<file path="src/include/aic_pkg.sv">
// constants, register layouts and state records for the audio input clocks
// Contract
// - synthesizer output always drives the oversample clock pin
// - synthesizer programmable up to 40 MHz, resolution below 0.3 Hz; the code gives at most half the main clock, 5 MHz
// - after reset the unit is timing slave, bit clock is an input
// - slave bit clock is asynchronous, crossed into the main clock safely
// - master mode drives bit clock, integer division of oversample clock
// - bit clock never above 22 MHz in either mode
// - serial data sampled on rising or falling edge per sample-edge bit
// - slave word select sampled on the data sampling edge
// - master word select changes on the edge opposite the sampling edge
// - receiver handles frames up to 512 bits with a valid qualifier bit
// - LSB-first 1 to 16 bits per channel and standard stereo I2S
// - frequency register may be written at any time while running
// - frequency bit 31 set selects improved low-jitter mode
// - frequency bit 31 clear selects legacy compatibility mode
// - improved: f = (value - 2^31) * 9 * fclk / 2^32
// - improved jitter at most one period of nine times clock; the code gives one main clock period of jitter
// - compatibility: f = value * 3 * fclk / 2^32
// - master select zero (reset) means inputs, one means outputs
// - master bit clock is oversample clock over divider plus one
// - master word select from frame divider, frame 1 to 512 bits
package aic_pkg;

  // ****************************************************************
  // register map and reset values
  // ****************************************************************
  localparam logic [7:0]  OFF_SERIAL_CFG = 8'h00;
  localparam logic [7:0]  OFF_SYNTH      = 8'h04;
  localparam logic [7:0]  OFF_LAYOUT     = 8'h08;
  localparam logic [7:0]  OFF_SAMPLE     = 8'h0c;
  localparam logic [31:0] CFG_RST        = 32'h0000_0000;
  localparam logic [31:0] SYNTH_RST      = 32'h0000_0000;
  localparam logic [31:0] LAYOUT_RST     = 32'h0000_0000;
  localparam int          SYNTH_MODE_BIT = 31;
  localparam logic [31:0] IMPROVED_MUL   = 32'h0000_0009;
  localparam logic [31:0] COMPAT_MUL     = 32'h0000_0003;
  localparam logic [8:0]  POS_MAX        = 9'h1ff;

  // ****************************************************************
  // timing
  // ****************************************************************
  localparam int CLK_HZ      = 10_000_000;
  localparam int SCK_MAX_HZ  = 22_000_000;
  localparam int SCK_MIN_HALF_CYC =
    (CLK_HZ + 2 * SCK_MAX_HZ - 1) / (2 * SCK_MAX_HZ) < 1 ? 1 :
    (CLK_HZ + 2 * SCK_MAX_HZ - 1) / (2 * SCK_MAX_HZ);

  // ****************************************************************
  // register layouts
  // ****************************************************************
  typedef struct packed {
    logic [6:0] rsv_hi;
    logic [8:0] frame_length_divider;
    logic [7:0] bit_clock_divider;
    logic       rsv_lo;
    logic [3:0] word_len_m1;
    logic       lsb_first;
    logic       sample_edge;
    logic       timing_master_select;
  } aic_cfg_t;

  typedef struct packed {
    logic [1:0] frame_mode;
    logic [8:0] valid_pos;
    logic [2:0] rsv;
    logic [8:0] right_pos;
    logic [8:0] left_pos;
  } aic_layout_t;

  typedef struct packed {
    logic [15:0] right;
    logic [15:0] left;
  } aic_smp_t;

  // ****************************************************************
  // state records
  // ****************************************************************
  typedef struct packed {
    logic [31:0] phase;
    logic        osc;
  } aic_dds_st_t;

  typedef struct packed {
    logic [8:0] pos;
    logic       over;
    logic       ws_prev;
    logic       vbit;
    logic       started;
    logic       stb;
    aic_smp_t   cur;
    aic_smp_t   out;
  } aic_rx_st_t;

  typedef struct packed {
    aic_cfg_t    cfg;
    logic [31:0] freq;
    aic_layout_t lay;
    logic [31:0] rdata;
    logic        sck_s1;
    logic        sck_s2;
    logic        ws_s1;
    logic        ws_s2;
    logic        sd_s1;
    logic        sd_s2;
    logic        osc_prev;
    logic        bclk_prev;
    logic        sck_out;
    logic        ws_out;
    logic [7:0]  div_cnt;
    logic [8:0]  bit_cnt;
  } aic_top_st_t;

endpackage : aic_pkg

</file>
<file path="src/rtl/aic_top.sv">
// audio input pins: oversample clock, bit clock, word select, registers
`timescale 1ns/1ps
module aic_top (
  input  wire logic        CLK_I,
  input  wire logic        ARST_N_I,
  input  wire logic [7:0]  ADDR_I,
  input  wire logic [31:0] WDATA_I,
  input  wire logic        WR_I,
  input  wire logic        RD_I,
  output logic      [31:0] RDATA_O,
  output logic             OVERSAMPLE_CLOCK_OUT_O,
  input  wire logic        SERIAL_BIT_CLOCK_I,
  output logic             SERIAL_BIT_CLOCK_O,
  output logic             SERIAL_BIT_CLOCK_OE_O,
  input  wire logic        WORD_SELECT_I,
  output logic             WORD_SELECT_O,
  output logic             WORD_SELECT_OE_O,
  input  wire logic        SERIAL_DATA_IN_I,
  output logic             SAMPLE_STB_O,
  output logic      [15:0] LEFT_O,
  output logic      [15:0] RIGHT_O
);

  // ****************************************************************
  // declarations
  // ****************************************************************
  aic_pkg::aic_top_st_t r_reg;
  aic_pkg::aic_top_st_t r_next;
  aic_pkg::aic_smp_t    smp;
  logic                 osc;
  logic                 osc_edge;
  logic                 master;
  logic                 bclk;
  logic                 rise;
  logic                 fall;
  logic                 samp;
  logic                 launch;
  logic                 rx_ws;
  logic                 rx_stb;

  // ****************************************************************
  // synthesizer and receiver
  // ****************************************************************

  // the synthesizer reads the live frequency word, so a write takes
  // effect on the next step without stopping the clock
  aic_dds i_aic_dds (
    .clk_i    (CLK_I),
    .arst_n_i (ARST_N_I),
    .freq_i   (r_reg.freq),
    .osc_o    (osc)
  );

  aic_rx i_aic_rx (
    .clk_i    (CLK_I),
    .arst_n_i (ARST_N_I),
    .samp_i   (samp),
    .ws_i     (rx_ws),
    .sd_i     (r_reg.sd_s2),
    .cfg_i    (r_reg.cfg),
    .lay_i    (r_reg.lay),
    .stb_o    (rx_stb),
    .smp_o    (smp)
  );

  // ****************************************************************
  // edge detection
  // ****************************************************************

  // bit clock seen by the receiver: own divider output as master,
  // second synchroniser stage as slave
  always_comb begin
    master   = r_reg.cfg.timing_master_select;
    osc_edge = osc != r_reg.osc_prev;
    bclk     = master ? r_reg.sck_out : r_reg.sck_s2;
    rise     = bclk && !r_reg.bclk_prev;
    fall     = !bclk && r_reg.bclk_prev;
    samp     = r_reg.cfg.sample_edge ? fall : rise;
    launch   = r_reg.cfg.sample_edge ? rise : fall;
    rx_ws    = master ? r_reg.ws_out : r_reg.ws_s2;
  end

  // ****************************************************************
  // next state
  // ****************************************************************

  // slave pins cross through two flops each; a slave bit clock is only
  // followed up to a quarter of the main clock rate
  always_comb begin
    r_next           = r_reg;
    r_next.rdata     = 32'h0000_0000;
    r_next.sck_s1    = SERIAL_BIT_CLOCK_I;
    r_next.sck_s2    = r_reg.sck_s1;
    r_next.ws_s1     = WORD_SELECT_I;
    r_next.ws_s2     = r_reg.ws_s1;
    r_next.sd_s1     = SERIAL_DATA_IN_I;
    r_next.sd_s2     = r_reg.sd_s1;
    r_next.osc_prev  = osc;
    r_next.bclk_prev = bclk;

    // bit clock divider counts oversample half periods, so one bit
    // clock period spans divider plus one oversample periods; at most
    // half the main clock, well under the bit clock ceiling
    if (master) begin
      if (osc_edge) begin
        if (r_reg.div_cnt == r_reg.cfg.bit_clock_divider) begin
          r_next.div_cnt = 8'h00;
          r_next.sck_out = !r_reg.sck_out;
        end else begin
          r_next.div_cnt = r_reg.div_cnt + 8'h01;
        end
      end
      // word select low for the first half of the frame, high after
      if (launch) begin
        if (r_reg.bit_cnt >= r_reg.cfg.frame_length_divider) begin
          r_next.bit_cnt = 9'h000;
        end else begin
          r_next.bit_cnt = r_reg.bit_cnt + 9'h001;
        end
        r_next.ws_out = r_next.bit_cnt >
                        (r_reg.cfg.frame_length_divider >> 1);
      end
    end

    // register writes, accepted at any time
    if (WR_I) begin
      if (ADDR_I == aic_pkg::OFF_SERIAL_CFG) begin
        r_next.cfg = aic_pkg::aic_cfg_t'(WDATA_I);
      end else if (ADDR_I == aic_pkg::OFF_SYNTH) begin
        r_next.freq = WDATA_I;
      end else if (ADDR_I == aic_pkg::OFF_LAYOUT) begin
        r_next.lay = aic_pkg::aic_layout_t'(WDATA_I);
      end
    end

    // slave, or a write that leaves master mode, clears the master
    // timing on that same edge, so a released pin never shows stale level
    if (!r_next.cfg.timing_master_select) begin
      r_next.div_cnt = 8'h00;
      r_next.sck_out = 1'b0;
      r_next.bit_cnt = 9'h000;
      r_next.ws_out  = 1'b0;
    end

    // read data stands only in the cycle after the strobe
    if (RD_I) begin
      if (ADDR_I == aic_pkg::OFF_SERIAL_CFG) begin
        r_next.rdata = r_reg.cfg;
      end else if (ADDR_I == aic_pkg::OFF_SYNTH) begin
        r_next.rdata = r_reg.freq;
      end else if (ADDR_I == aic_pkg::OFF_LAYOUT) begin
        r_next.rdata = r_reg.lay;
      end else if (ADDR_I == aic_pkg::OFF_SAMPLE) begin
        r_next.rdata = smp;
      end
    end
  end

  // ****************************************************************
  // state register
  // ****************************************************************

  // everything clears to timing slave with pins released
  always_ff @(posedge CLK_I or negedge ARST_N_I) begin
    if (!ARST_N_I) begin
      r_reg      <= '0;
      r_reg.cfg  <= aic_pkg::CFG_RST;
      r_reg.freq <= aic_pkg::SYNTH_RST;
      r_reg.lay  <= aic_pkg::LAYOUT_RST;
    end else begin
      r_reg <= r_next;
    end
  end

  // ****************************************************************
  // outputs
  // ****************************************************************

  // oversample pin is the synthesizer flop itself, in every mode
  assign OVERSAMPLE_CLOCK_OUT_O = osc;
  assign RDATA_O                = r_reg.rdata;
  assign SERIAL_BIT_CLOCK_O     = r_reg.sck_out;
  assign SERIAL_BIT_CLOCK_OE_O  = r_reg.cfg.timing_master_select;
  assign WORD_SELECT_O          = r_reg.ws_out;
  assign WORD_SELECT_OE_O       = r_reg.cfg.timing_master_select;
  assign SAMPLE_STB_O           = rx_stb;
  assign LEFT_O                 = smp.left;
  assign RIGHT_O                = smp.right;
endmodule : aic_top

</file>
<file path="src/rtl/aic_dds.sv">
// square-wave phase accumulator synthesizer
`timescale 1ns/1ps
module aic_dds (
  input  wire logic        clk_i,
  input  wire logic        arst_n_i,
  input  wire logic [31:0] freq_i,
  output logic             osc_o
);

  aic_pkg::aic_dds_st_t r_reg;
  aic_pkg::aic_dds_st_t r_next;
  logic [31:0]          step;

  // step per clock; the 9x rate of improved mode is folded into the step,
  // so jitter is one main clock period rather than a ninth of one
  always_comb begin
    if (freq_i[aic_pkg::SYNTH_MODE_BIT]) begin
      step = 32'({1'b0, freq_i[30:0]} * aic_pkg::IMPROVED_MUL);
    end else begin
      step = 32'(freq_i * aic_pkg::COMPAT_MUL);
    end
    r_next       = r_reg;
    r_next.phase = r_reg.phase + step;
    r_next.osc   = r_reg.phase[31];
  end

  // ****************************************************************
  // state register
  // ****************************************************************
  always_ff @(posedge clk_i or negedge arst_n_i) begin
    if (!arst_n_i) begin
      r_reg <= '0;
    end else begin
      r_reg <= r_next;
    end
  end

  assign osc_o = r_reg.osc;
endmodule : aic_dds

</file>
<file path="src/rtl/aic_rx.sv">
// serial frame position tracker and left/right sample capture
`timescale 1ns/1ps
module aic_rx (
  input  wire logic         clk_i,
  input  wire logic         arst_n_i,
  input  wire logic         samp_i,
  input  wire logic         ws_i,
  input  wire logic         sd_i,
  input  aic_pkg::aic_cfg_t    cfg_i,
  input  aic_pkg::aic_layout_t lay_i,
  output logic              stb_o,
  output aic_pkg::aic_smp_t smp_o
);

  aic_pkg::aic_rx_st_t r_reg;
  aic_pkg::aic_rx_st_t r_next;
  logic [8:0]          li;
  logic [8:0]          ri;
  logic                accept;
  logic                fstart;

  // msb-first shifts in at the bottom, lsb-first writes by index
  function automatic logic [15:0] put(input logic [15:0] w,
                                      input logic [3:0]  idx,
                                      input logic        b,
                                      input logic        lsb);
    logic [15:0] v;
    v = w;
    if (lsb) begin
      v[idx] = b;
    end else begin
      v = {w[14:0], b};
    end
    return v;
  endfunction : put

  // frame starts at the falling word select seen on the sampling edge
  always_comb begin
    li     = r_reg.pos - lay_i.left_pos;
    ri     = r_reg.pos - lay_i.right_pos;
    fstart = r_reg.ws_prev && !ws_i;
    accept = !lay_i.frame_mode[1] || (r_reg.vbit == lay_i.frame_mode[0]);
    r_next     = r_reg;
    r_next.stb = 1'b0;
    if (samp_i) begin
      r_next.ws_prev = ws_i;
      if (fstart) begin
        r_next.pos     = 9'h000;
        r_next.over    = 1'b0;
        r_next.started = 1'b1;
        r_next.cur     = '0;
        if (r_reg.started && accept) begin
          r_next.out = r_reg.cur;
          r_next.stb = 1'b1;
        end
      end else if (!r_reg.over) begin
        if (r_reg.pos == lay_i.valid_pos) begin
          r_next.vbit = sd_i;
        end
        if (li <= {5'h00, cfg_i.word_len_m1}) begin
          r_next.cur.left = put(r_reg.cur.left, li[3:0], sd_i,
                                cfg_i.lsb_first);
        end
        if (ri <= {5'h00, cfg_i.word_len_m1}) begin
          r_next.cur.right = put(r_reg.cur.right, ri[3:0], sd_i,
                                 cfg_i.lsb_first);
        end
        if (r_reg.pos == aic_pkg::POS_MAX) begin
          r_next.over = 1'b1;
        end else begin
          r_next.pos = r_reg.pos + 9'h001;
        end
      end
    end
  end

  always_ff @(posedge clk_i or negedge arst_n_i) begin
    if (!arst_n_i) begin
      r_reg <= '0;
    end else begin
      r_reg <= r_next;
    end
  end

  assign stb_o = r_reg.stb;
  assign smp_o = r_reg.out;
endmodule : aic_rx

</file>
<file path="config.mk">
export PLATFORM = sky130hd
export DESIGN_NAME = aic_top
export DESIGN_NICKNAME = d
export VERILOG_FILES = /design/src/include/aic_pkg.sv /design/src/rtl/aic_top.sv /design/src/rtl/aic_dds.sv /design/src/rtl/aic_rx.sv
export SDC_FILE = /design/constraint.sdc
export NUM_CORES = 1
export LEC_CHECK = 0
export CORE_UTILIZATION = 40
export DETAILED_ROUTE_END_ITERATION = 8
export DONT_BUFFER_PORTS = 1
export PLACE_DENSITY = 0.6
export SLEW_MARGIN = 0
export SYNTH_ARGS = -nofsm -noshare
export SYNTH_HDL_FRONTEND = slang
export SYNTH_SLANG_ARGS = --single-unit
</file>
<file path="constraint.sdc">
create_clock -name CLK_I -period 4.9 [get_ports CLK_I]
set_clock_uncertainty 0.15 [all_clocks]
set_input_delay 0.245 -clock CLK_I [delete_from_list [all_inputs] [get_ports CLK_I]]
set_output_delay 0.245 -clock CLK_I [all_outputs]
set_load 0.01 [all_outputs]
</file>
Word-level counts from Yosys, hierarchy flattened
Index checks and enable logic that the tools add are counted.
{"block": "totals", "reg_bits": 266, "output_inout_bits": 70, "elab_cells": 148, "input_bits": 47}
{"block": "op_classes", "n_eq_ne": 14, "n_reduce_logical": 27, "mux": 48, "add_sub_neg": 6, "bitwise": 4, "magnitude_cmp": 8, "multipliers": 2}
{"operator": "two-way mux 32 bit", "count": 13}
{"operator": "two-way mux 65 bit", "count": 2}
{"operator": "two-way mux 16 bit", "count": 4}
{"operator": "two-way mux 64 bit", "count": 1}
{"operator": "two-way mux 9 bit", "count": 5}
{"operator": "two-way mux 19 bit", "count": 2}
{"operator": "adder 32 bit", "count": 1}
{"operator": "bitwise mux 16 bit", "count": 2}
{"operator": "multiplier 31 x 4 -> 32 bit, second input constant", "count": 1}
{"operator": "multiplier 32 x 2 -> 32 bit, second input constant", "count": 1}
{"operator": "two-way mux 10 bit", "count": 2}
{"operator": "adder 9 x 1 -> 9 bit, second input constant", "count": 2}
{"operator": "less-or-equal comparator 9 x 4 -> 1 bit", "count": 2}
{"operator": "AND reduction 3 bit", "count": 6}
{"operator": "subtractor 9 bit", "count": 2}
{"operator": "equality test 8 x 4 -> 1 bit, second input constant", "count": 2}
{"operator": "two-way mux 8 bit", "count": 2}
{"operator": "two-way mux 1 bit", "count": 13}
{"operator": "less-than comparator 4 x 5 -> 1 bit, second input constant", "count": 2}
{"operator": "equality test 9 bit", "count": 1}
{"operator": "equality test 9 bit, second input constant", "count": 1}
{"operator": "greater-or-equal comparator 9 bit", "count": 1}
{"operator": "> comparator 9 x 8 -> 1 bit", "count": 1}
{"operator": "adder 8 x 1 -> 8 bit, second input constant", "count": 1}
{"operator": "16 further kinds", "count": 39}

Depth between registers and ports, before layout
Gate-level depths: netlist of the first run.
{"block": "depth", "depth_word": 11, "mapped_depth": 26, "mapped_depth_nobuf": 25}

Cells and area by module
From an unflattened synthesis of the first run, not the netlist that was laid out.
{"block": "hier_totals", "cells_unflattened": 1911, "area_unflattened_um2": 18645.4}
{"module": "aic_top", "n_inst": 1, "area_each_um2": 7429.6, "cells_per_inst": 579}
{"module": "aic_dds", "n_inst": 1, "area_each_um2": 5681.7, "cells_per_inst": 675}
{"module": "aic_rx", "n_inst": 1, "area_each_um2": 5534.1, "cells_per_inst": 657}

Worst setup path after synthesis of the first run
OpenSTA, ideal clock, no wires.
{"block": "synth_timing", "kind": "flip-flop to flip-flop", "from": "register r_reg[92] in the netlist's numbering", "to": "register i_aic_dds.r_reg[30] in the netlist's numbering", "path_buffers": 0, "required_ns": 4.611, "slack_ns": -0.213, "path_stages_with_launch": 24, "period_less_slack_ns": 5.113, "arrival_ns": 4.825, "setup_ns": 0.139, "cell_sequence": "dfrtp_1 -> ha_1 -> fa_1 -> a21o_1 -> a221oi_1 -> a211oi_1 -> o21ai_0 -> a21boi_1 -> o21ai_0 -> nand2b_1 -> a21oi_1 -> xor2_1 -> o21ai_1 -> ha_1 -> and3_1 -> nand2_1 -> nor3_1 -> o32ai_1 -> o41ai_2 -> a41oi_1 -> o21ai_1 -> a31oi_1 -> mux2i_1 -> o2111ai_1"}
{"element": "start: declaration", "line_no": "aic_top.sv:27", "source": "aic_pkg::aic_top_st_t r_reg;"}
{"element": "start signal: assignment", "line_no": "aic_top.sv:171", "source": "r_reg <= r_next;"}
{"element": "end signal: assignment", "line_no": "aic_dds.sv:34", "source": "r_reg <= r_next;"}
{"element": "end: declaration", "line_no": "aic_dds.sv:10", "source": "aic_pkg::aic_dds_st_t r_reg;"}

==> metrics.txt, run 1 <==
die area 46200 sq um; LEAKAGE 0.0102 uW; grt ovf 0; boundary pin count around 120; Post-synth ARST share 100%; Seq. cell area between 6000 and 7000 sq um; status finished with violations; I/O Buffers 0; Die Y around 210 microns; footprint of the multi-input gates around 11000 sq um; Rows 77; Placed Cells 2364; most common library cells after synthesis 266 x dfrtp_1, 165 x nand2_1, 163 x ha_1, 122 x mux2_2, 120 x a21oi_1; Num CTS Buffers 34; GRT Total Usage ~22%; number of synthesized flops with an enable pin 0; largest net degree at the start of global routing between 200 and 300; post-synthesis simple-gate area fraction between 10% and 20%; antenna violations before repair 7; RePlAce Congestion 0.883; Worst-Margin Slew ~1.1 ns; 1st-pass router iterations 5; first-pass GRT wire length between 80000 and 90000 microns; Post-Syn Area about 18000 sq um; top_reg_cell synth dfrtp_1; Cell Count, Final, Fillers Out 2494; Slew headroom around a quarter; # setup viols final 1; Largest register FFs 117; PwrDens roughly 370 nW/um^2; Max Clk Rate around 200 MHz; largest family of logic cells by synthesized area compound AO/OA/AOI/OAI gates; DRC 0; fillers slightly above 4000; Max-Cap Viols 0; Mapped Nets between 2000 and 2500; vias in the first global route approximately 14000; clock period minus worst slack 4.95 ns; Mapped Cells 1824; final instance area around 21000 sq um; top cell type's share of synthesized area a little under two fifths; area added between synthesis and finish 16.1%; Antenna Cells 0; Post-layout nets about 2100; CTS tree built; Avg Vias per Cell about 5.6; Syn Area/Cell around 10 sq um; mux contribution to synthesized area 13.2%; via count around 14000; CP required between 5 and 6 ns; count of pins over their slew limit 0; failing checks negative hold slack, negative setup slack; adder-cell share of the synthesized area 11.8%; Synth cell types 79; clock sinks roughly 270; crit-path max FO 4; Hold Slack -0.734 ns; startpoint types flop; effective utilization at floorplan between 40 and 50%; ANT nets after route 0; total power roughly 7800 uW; #FFs+latches synth about 270; drt total wl around 50000 microns; Yosys warning count 0; period utilisation layout 101%; Detailed Route Iter0 Violations slightly above 700; Setup Crit Path Kind flop to flop; final core utilization approximately 47%; hold_buf cts 44; Post-Synth XOR/XNOR Area approximately 5.4%; Horiz. Die Dim about 210 microns; H-Tree Level Count 2; sequential share of the synthesized area a little under two fifths; Max VDD drop between 0.0003 and 0.0004 V; CP endpoint kind flop; Synth area leader dfrtp_1; most common cell in the netlist dfrtp_1; post-route worst setup slack -0.0455 ns; RSZ-0062 raised after global routing yes; DP Area about 19000 sq um; final hold vios between 200 and 300; compound-gate portion of the synthesized area around 14%; Root Buffer clkbuf_16; core area approximately 45000 sq um; WL/cell between 20 and 25 microns; CTS clk-pin slew, worst paths 0.06 ns; top post-synthesis cells by area dfrtp_1 37%, ha_1 11%, mux2_2 7.6%, mux4_2 4.0%, nand2_1 3.4%; WP data arrival ~5.3 ns; Max clock buf depth 3; layout cell share with drive strength beyond 1 21.8%; Skew-Pair Late Insertion Delay around 0.55 ns; Hold/Removal Path Class input port to asynchronous set/reset pin; dpl hpwl about 37000 microns
==> path summary, 6_finish.rpt <==
path                                  startpoint                            end  slack [ns]  cells past startpoint
max                        r_reg[94]$_DFFE_PN0P_  i_aic_dds.r_reg[28]$_DFF_PN0_       -0.05                     26
min                                     ARST_N_I  i_aic_dds.r_reg[18]$_DFF_PN0_       -0.73                      0
max reg2reg                r_reg[94]$_DFFE_PN0P_  i_aic_dds.r_reg[28]$_DFF_PN0_       -0.05                     26
min reg2reg                 r_next[23]$_DFF_PN0_            r_reg[23]$_DFF_PN0_        0.20                      0
max in group asynchronous               ARST_N_I         r_reg[122]$_DFFE_PN0P_        4.46                      0
min in group CLK_I                     ADDR_I[2]           RDATA_O[0]$_DFF_PN0_        0.03                      2
==> area by class of cell <==
type	instances	share of cell area (%)
clock inverter	12	0.683
inverter	60	1.07
sequential	266	31.6
multi-input combinational	1367	52.3
tap	592	3.52
clock buffer	45	4.58
timing repair buffer	152	6.25
==> worst max-delay path: stages (launching register included) <==
cell      delay (ns)
dfrtp_2         0.44
buf_6           0.13
ha_4            0.15
ha_4            0.16
inv_2           0.05
fa_2            0.20
nor2b_1         0.05
o21a_1          0.21
o21ai_2         0.18
a211oi_2        0.10
or3_4           0.40
a21o_1          0.20
a21oi_2         0.14
xnor2_1         0.07
nand2_1         0.07
o21ai_1         0.07
ha_1            0.33
and3_4          0.22
nand2_4         0.06
buf_6           0.12
o41ai_4         0.35
a41oi_2         0.19
o21ai_2         0.27
buf_4           0.17
a21oi_2         0.05
o21ai_1         0.18
xor2_1          0.17
==> kinds of logic after synthesis <==
kind of cell,count (synthesis)
and+or+nand+nor,487
adders and majority gates,168
xor gates and xnor gates,111
AOI/OAI and AO/OA,418
buffers and inverters,191
muxes,183
DFF,266
==> power breakdown <==
group	switching, uW	internal (uW)	total (uW)
Clock	988	1540	2520
Sequential	363	2520	2880
Combinational	1280	1130	2410
==> layer usage <==
layer  part of all wire (%)  GRT usage [%]
met1                     45           29.2
met2                     48           36.6
met3                    4.6           3.71
met4                    3.1           7.67
met5                  0.025              0
==> what timing repair did <==
action | in CTS | in global routing
pin swaps | 32 | 53
hold endpoints to repair | 398 | 266
buffers inserted | 14 | 15
endpoints found under the setup margin | 7 | 12
gates resized for setup | 36 | 65
==> placed cells by master (no fill, tap or decap), types with 16 or more instances in the layout <==
cell	count
nand3_1	51
a21oi_1	106
nand2_1	162
xor2_1	58
dfrtp_1	260
clkbuf_16	35
nand2b_1	26
buf_4	101
xnor2_1	53
dlygate4sd3_1	41
nor2b_1	24
a21o_1	41
mux4_2	32
o21ai_1	31
a22o_1	16
mux2_2	121
mux2i_1	28
and3_1	46
nor2_1	90
inv_1	58
ha_1	148
o21ai_0	92
==> stage by stage <==
step / setup TNS [ns] / worst slack (ns) / hold slack (ns)
detailed placement: -1.47 / -0.396 / -0.166
CTS: -0.0173 / -0.0109 / -0.753
global route: -1.03 / -0.267 / -0.753
global placement: -1.34 / -0.363 / -0.169
floorplan: 0 / 0.0156 / -0.201
finish: -0.0455 / -0.0455 / -0.734
No activity file was read; power rests on OpenSTA's default activity.
==> run 2: changes to the inputs <==
SETUP_SLACK_MARGIN = 0.3   (was not set)
SYNTH_HIERARCHICAL = 1   (was not set)
==> metrics.txt, run 2 <==
status finished with violations; Slew headroom 24.2% (-2.4 points); H-Tree Level Count 2 (unchanged); Cell Count, Final, Fillers Out 2550 (+2.2%); clock sinks 266 (unchanged); count of pins over their slew limit 0 (unchanged); largest net degree at the start of global routing 267 (unchanged); final core utilization 46.4% (-0.95 points); Yosys warning count 6 (+6); #FFs+latches synth 266 (unchanged); I/O Buffers 0 (unchanged); Avg Vias per Cell 5.75 (+2.8%); Post-synth ARST share 100% (unchanged); top_reg_cell synth dfrtp_1; area added between synthesis and finish 13.5%; commonest non-fill, non-tap cell in the layout dfrtp_1; DR WL met2 26200 microns (+8.2%); failing checks negative hold slack; Detailed Route Iter0 Violations 1016 (+43%); PwrDens 369 nW/um^2 (-0.57%); effective utilization at floorplan 40.8% (+0.068 points); GRT Total Usage 22.3% (+0.21 points); final hold vios 266 (unchanged); Placed Cells 2420 (+2.4%); Max clock buf depth 3 (unchanged); critical path's largest stage delay 0.40 ns (-0.04 ns); die area 47500 sq um (+2.8%); startpoint types flop; WP data arrival 4.79 ns (-0.47 ns); period utilisation layout 92.2% (-8.7 points); CP required 5.17 ns (-0.05 ns); fillers 4266 (+4.5%); antenna violations before repair 3 (-4); ANT nets after route 0 (unchanged); grt ovf 0 (unchanged); top post-synthesis cells by area dfrtp_1 36%, ha_1 11%, mux2_2 5.4%, nand2_1 4.8%, mux4_2 3.9%; Slowest cell on crit path dfrtp_1; Num CTS Buffers 34 (unchanged); hold_buf cts 38 (-14%); number of synthesized flops with an enable pin 0 (unchanged); RSZ-0062 raised after global routing yes; metal3 WL 2320 microns (-0.85%); critical-path cell list buf_4 > buf_4 > ha_2 > a21o_1 > nand2_1 > nand4_1 > a31o_4 > a311o_1 > xor2_1 > mux2_4 > ha_4 > and4_4 > nand3_4 > a211oi_4 > o31ai_4 > o221ai_2 > nand2_1 > o21ai_1 > a21oi_2; sequential share of the synthesized area 35.7% (-0.99 points); Hold Slack -0.750 ns (-0.0165 ns); clock period minus worst slack 4.52 ns (-0.425 ns); Rows 78 (+1.3%); most common library cells after synthesis 266 x dfrtp_1, 240 x nand2_1, 163 x ha_1, 100 x nor2_1, 98 x o21ai_0; post-route worst setup slack 0.380 ns (+0.425 ns); Top Layer Used met5; first-pass GRT wire length 82900 microns (+3.3%); vias in the first global route 14600 (+3.4%); most common cell in the netlist dfrtp_1; Mapped Nets 2126 (+4.3%); Horiz. Die Dim 218 microns (+1.4%); CTS tree built; top cell type's share of synthesized area 35.7% (-0.99 points); CP endpoint kind flop; # setup viols final 0 (-1); Synth cell types 93 (+18%); pre-CTS setup slack -0.127 ns (+0.269 ns); Mapped Cells 1911 (+4.8%); dpl hpwl 37600 microns (+2.9%); via count 14700 (+5.1%); Syn Area/Cell 9.76 sq um (-1.9%); core area 45700 sq um (+2.6%); 1st-pass router iterations 7 (+2); Post-Syn Area 18600 sq um (+2.8%); Skew-Pair Late Insertion Delay 0.56 ns (about the same); Max Clk Rate 221 MHz (+9.4%); total power 7810 uW (about the same); Setup Crit Path Kind flop to flop; layout cell share with drive strength beyond 1 19.5% (-2.3 points); drt total wl 53200 microns (+4.3%); Post-layout nets 2139 (+2.1%); Worst-Margin Slew 1.13 ns (+0.0306 ns); WL/cell 20.9 microns (+2.0%); crit-path max FO 5 (+1); Max VDD drop 0.000206 V (-35%); Max-Cap Viols 0 (unchanged); Post-Route M1 WL 23000 microns (+0.88%); CTS clk-pin slew, worst paths 0.06 ns (about the same); boundary pin count 117 (unchanged); Synth area leader dfrtp_1; Root Buffer clkbuf_16; DRC 0 (unchanged); Die Y 218 microns (+1.4%); RePlAce Congestion 0.872 (-1.2%); most frequent cells in the layout 259 x dfrtp_1, 240 x nand2_1, 149 x ha_1; Hold/Removal Path Class input port to asynchronous set/reset pin; LEAKAGE 0.00991 uW (-3.1%); Largest register FFs 117 (unchanged)
## run 2: changes by cell type after synthesis, moves of 19 or more
| cell | previous run | this run |
|---|---|---|
| nand2_1 | 165 | 240 |
| and3_1 | 49 | 12 |
| mux2_2 | 122 | 90 |
| nor2b_1 | 25 | 57 |
| a21oi_1 | 120 | 89 |
| nand4_1 | 13 | 36 |
| o21ai_1 | 24 | 3 |
| a31o_2 | 0 | 20 |
| nand3_1 | 51 | 32 |
## run 2: where the power goes
part / switching (uW) / internal [uW]
combinational: 1490 / 1100
sequential: 235 / 2450
clock: 1030 / 1500
## run 2: area by class of cell
class / instances / area [sq um] / area share (%)
diodes: 2 / 5.00 / 0.0236
clock buffers: 50 / 1020 / 4.83
clock inverters: 10 / 87.6 / 0.414
inverters: 64 / 240 / 1.13
multi-input cells: 1447 / 11400 / 54.0
flip-flops and latches: 266 / 6670 / 31.5
well taps: 600 / 751 / 3.55
repair buffers: 111 / 967 / 4.57
## run 2: routing by layer
| layer | global-route usage (%) | vias to the layer above |
|---|---|---|
| li1 | - | 6931 |
| met3 | 3.43 | 100 |
| met2 | 38.6 | 342 |
| met1 | 28.4 | 7298 |
| met5 | 0 | - |
| met4 | 7.02 | 2 |
## run 2: critical path: cells and delay by family, from the launching register on
family                   cells  cell delay, ns
XOR/XNOR                     1            0.15
adder cells (fa/ha/maj)      2            0.59
flip-flops                   1            0.40
AO/OA/AOI/OAI                8            1.74
AND/OR/NAND/NOR              5            0.76
buffers and inverters        2            0.29
multiplexers                 1            0.30
## run 2: path summary, 6_finish.rpt
path | start | cells after the start | end | slack [ns]
worst max-delay path | r_reg[95]$_DFFE_PN0P_ | 19 | i_aic_dds/r_reg[31]$_DFF_PN0_ | 0.38
worst min-delay path | ARST_N_I | 0 | i_aic_dds/r_reg[5]$_DFF_PN0_ | -0.75
worst max register to register | r_reg[95]$_DFFE_PN0P_ | 19 | i_aic_dds/r_reg[31]$_DFF_PN0_ | 0.38
worst min register to register | r_next[21]$_DFF_PN0_ | 0 | r_reg[21]$_DFF_PN0_ | 0.20
max in group asynchronous | ARST_N_I | 0 | r_reg[120]$_DFFE_PN0P_ | 4.78
min in group CLK_I | WDATA_I[0] | 2 | r_reg[10]$_DFFE_PN0P_ | 0.03
## run 2: cell families after synthesis
logic type | synth area share (%)
compound gates | 15.7
xor+xnor | 5.59
fa+ha+maj | 11.5
buf+inv | 5.56
flops | 35.7
mux | 10.8
simple gates | 15.2
## run 2: repair_timing
item,in CTS,in global routing
cloned,0,0
pin swaps,36,42
resized for setup,51,63
endpoints found under the setup margin,9,15
buffers inserted,20,10
hold endpoints to repair,393,266
## run 2: stage by stage
step                      cell area [sq um]  TNS (ns)
after floorplan                       18600         0
after global placement                18900         0
after detailed placement              18900    -0.127
after CTS                             20800         0
after global routing                  21200         0
final                                 21200         0
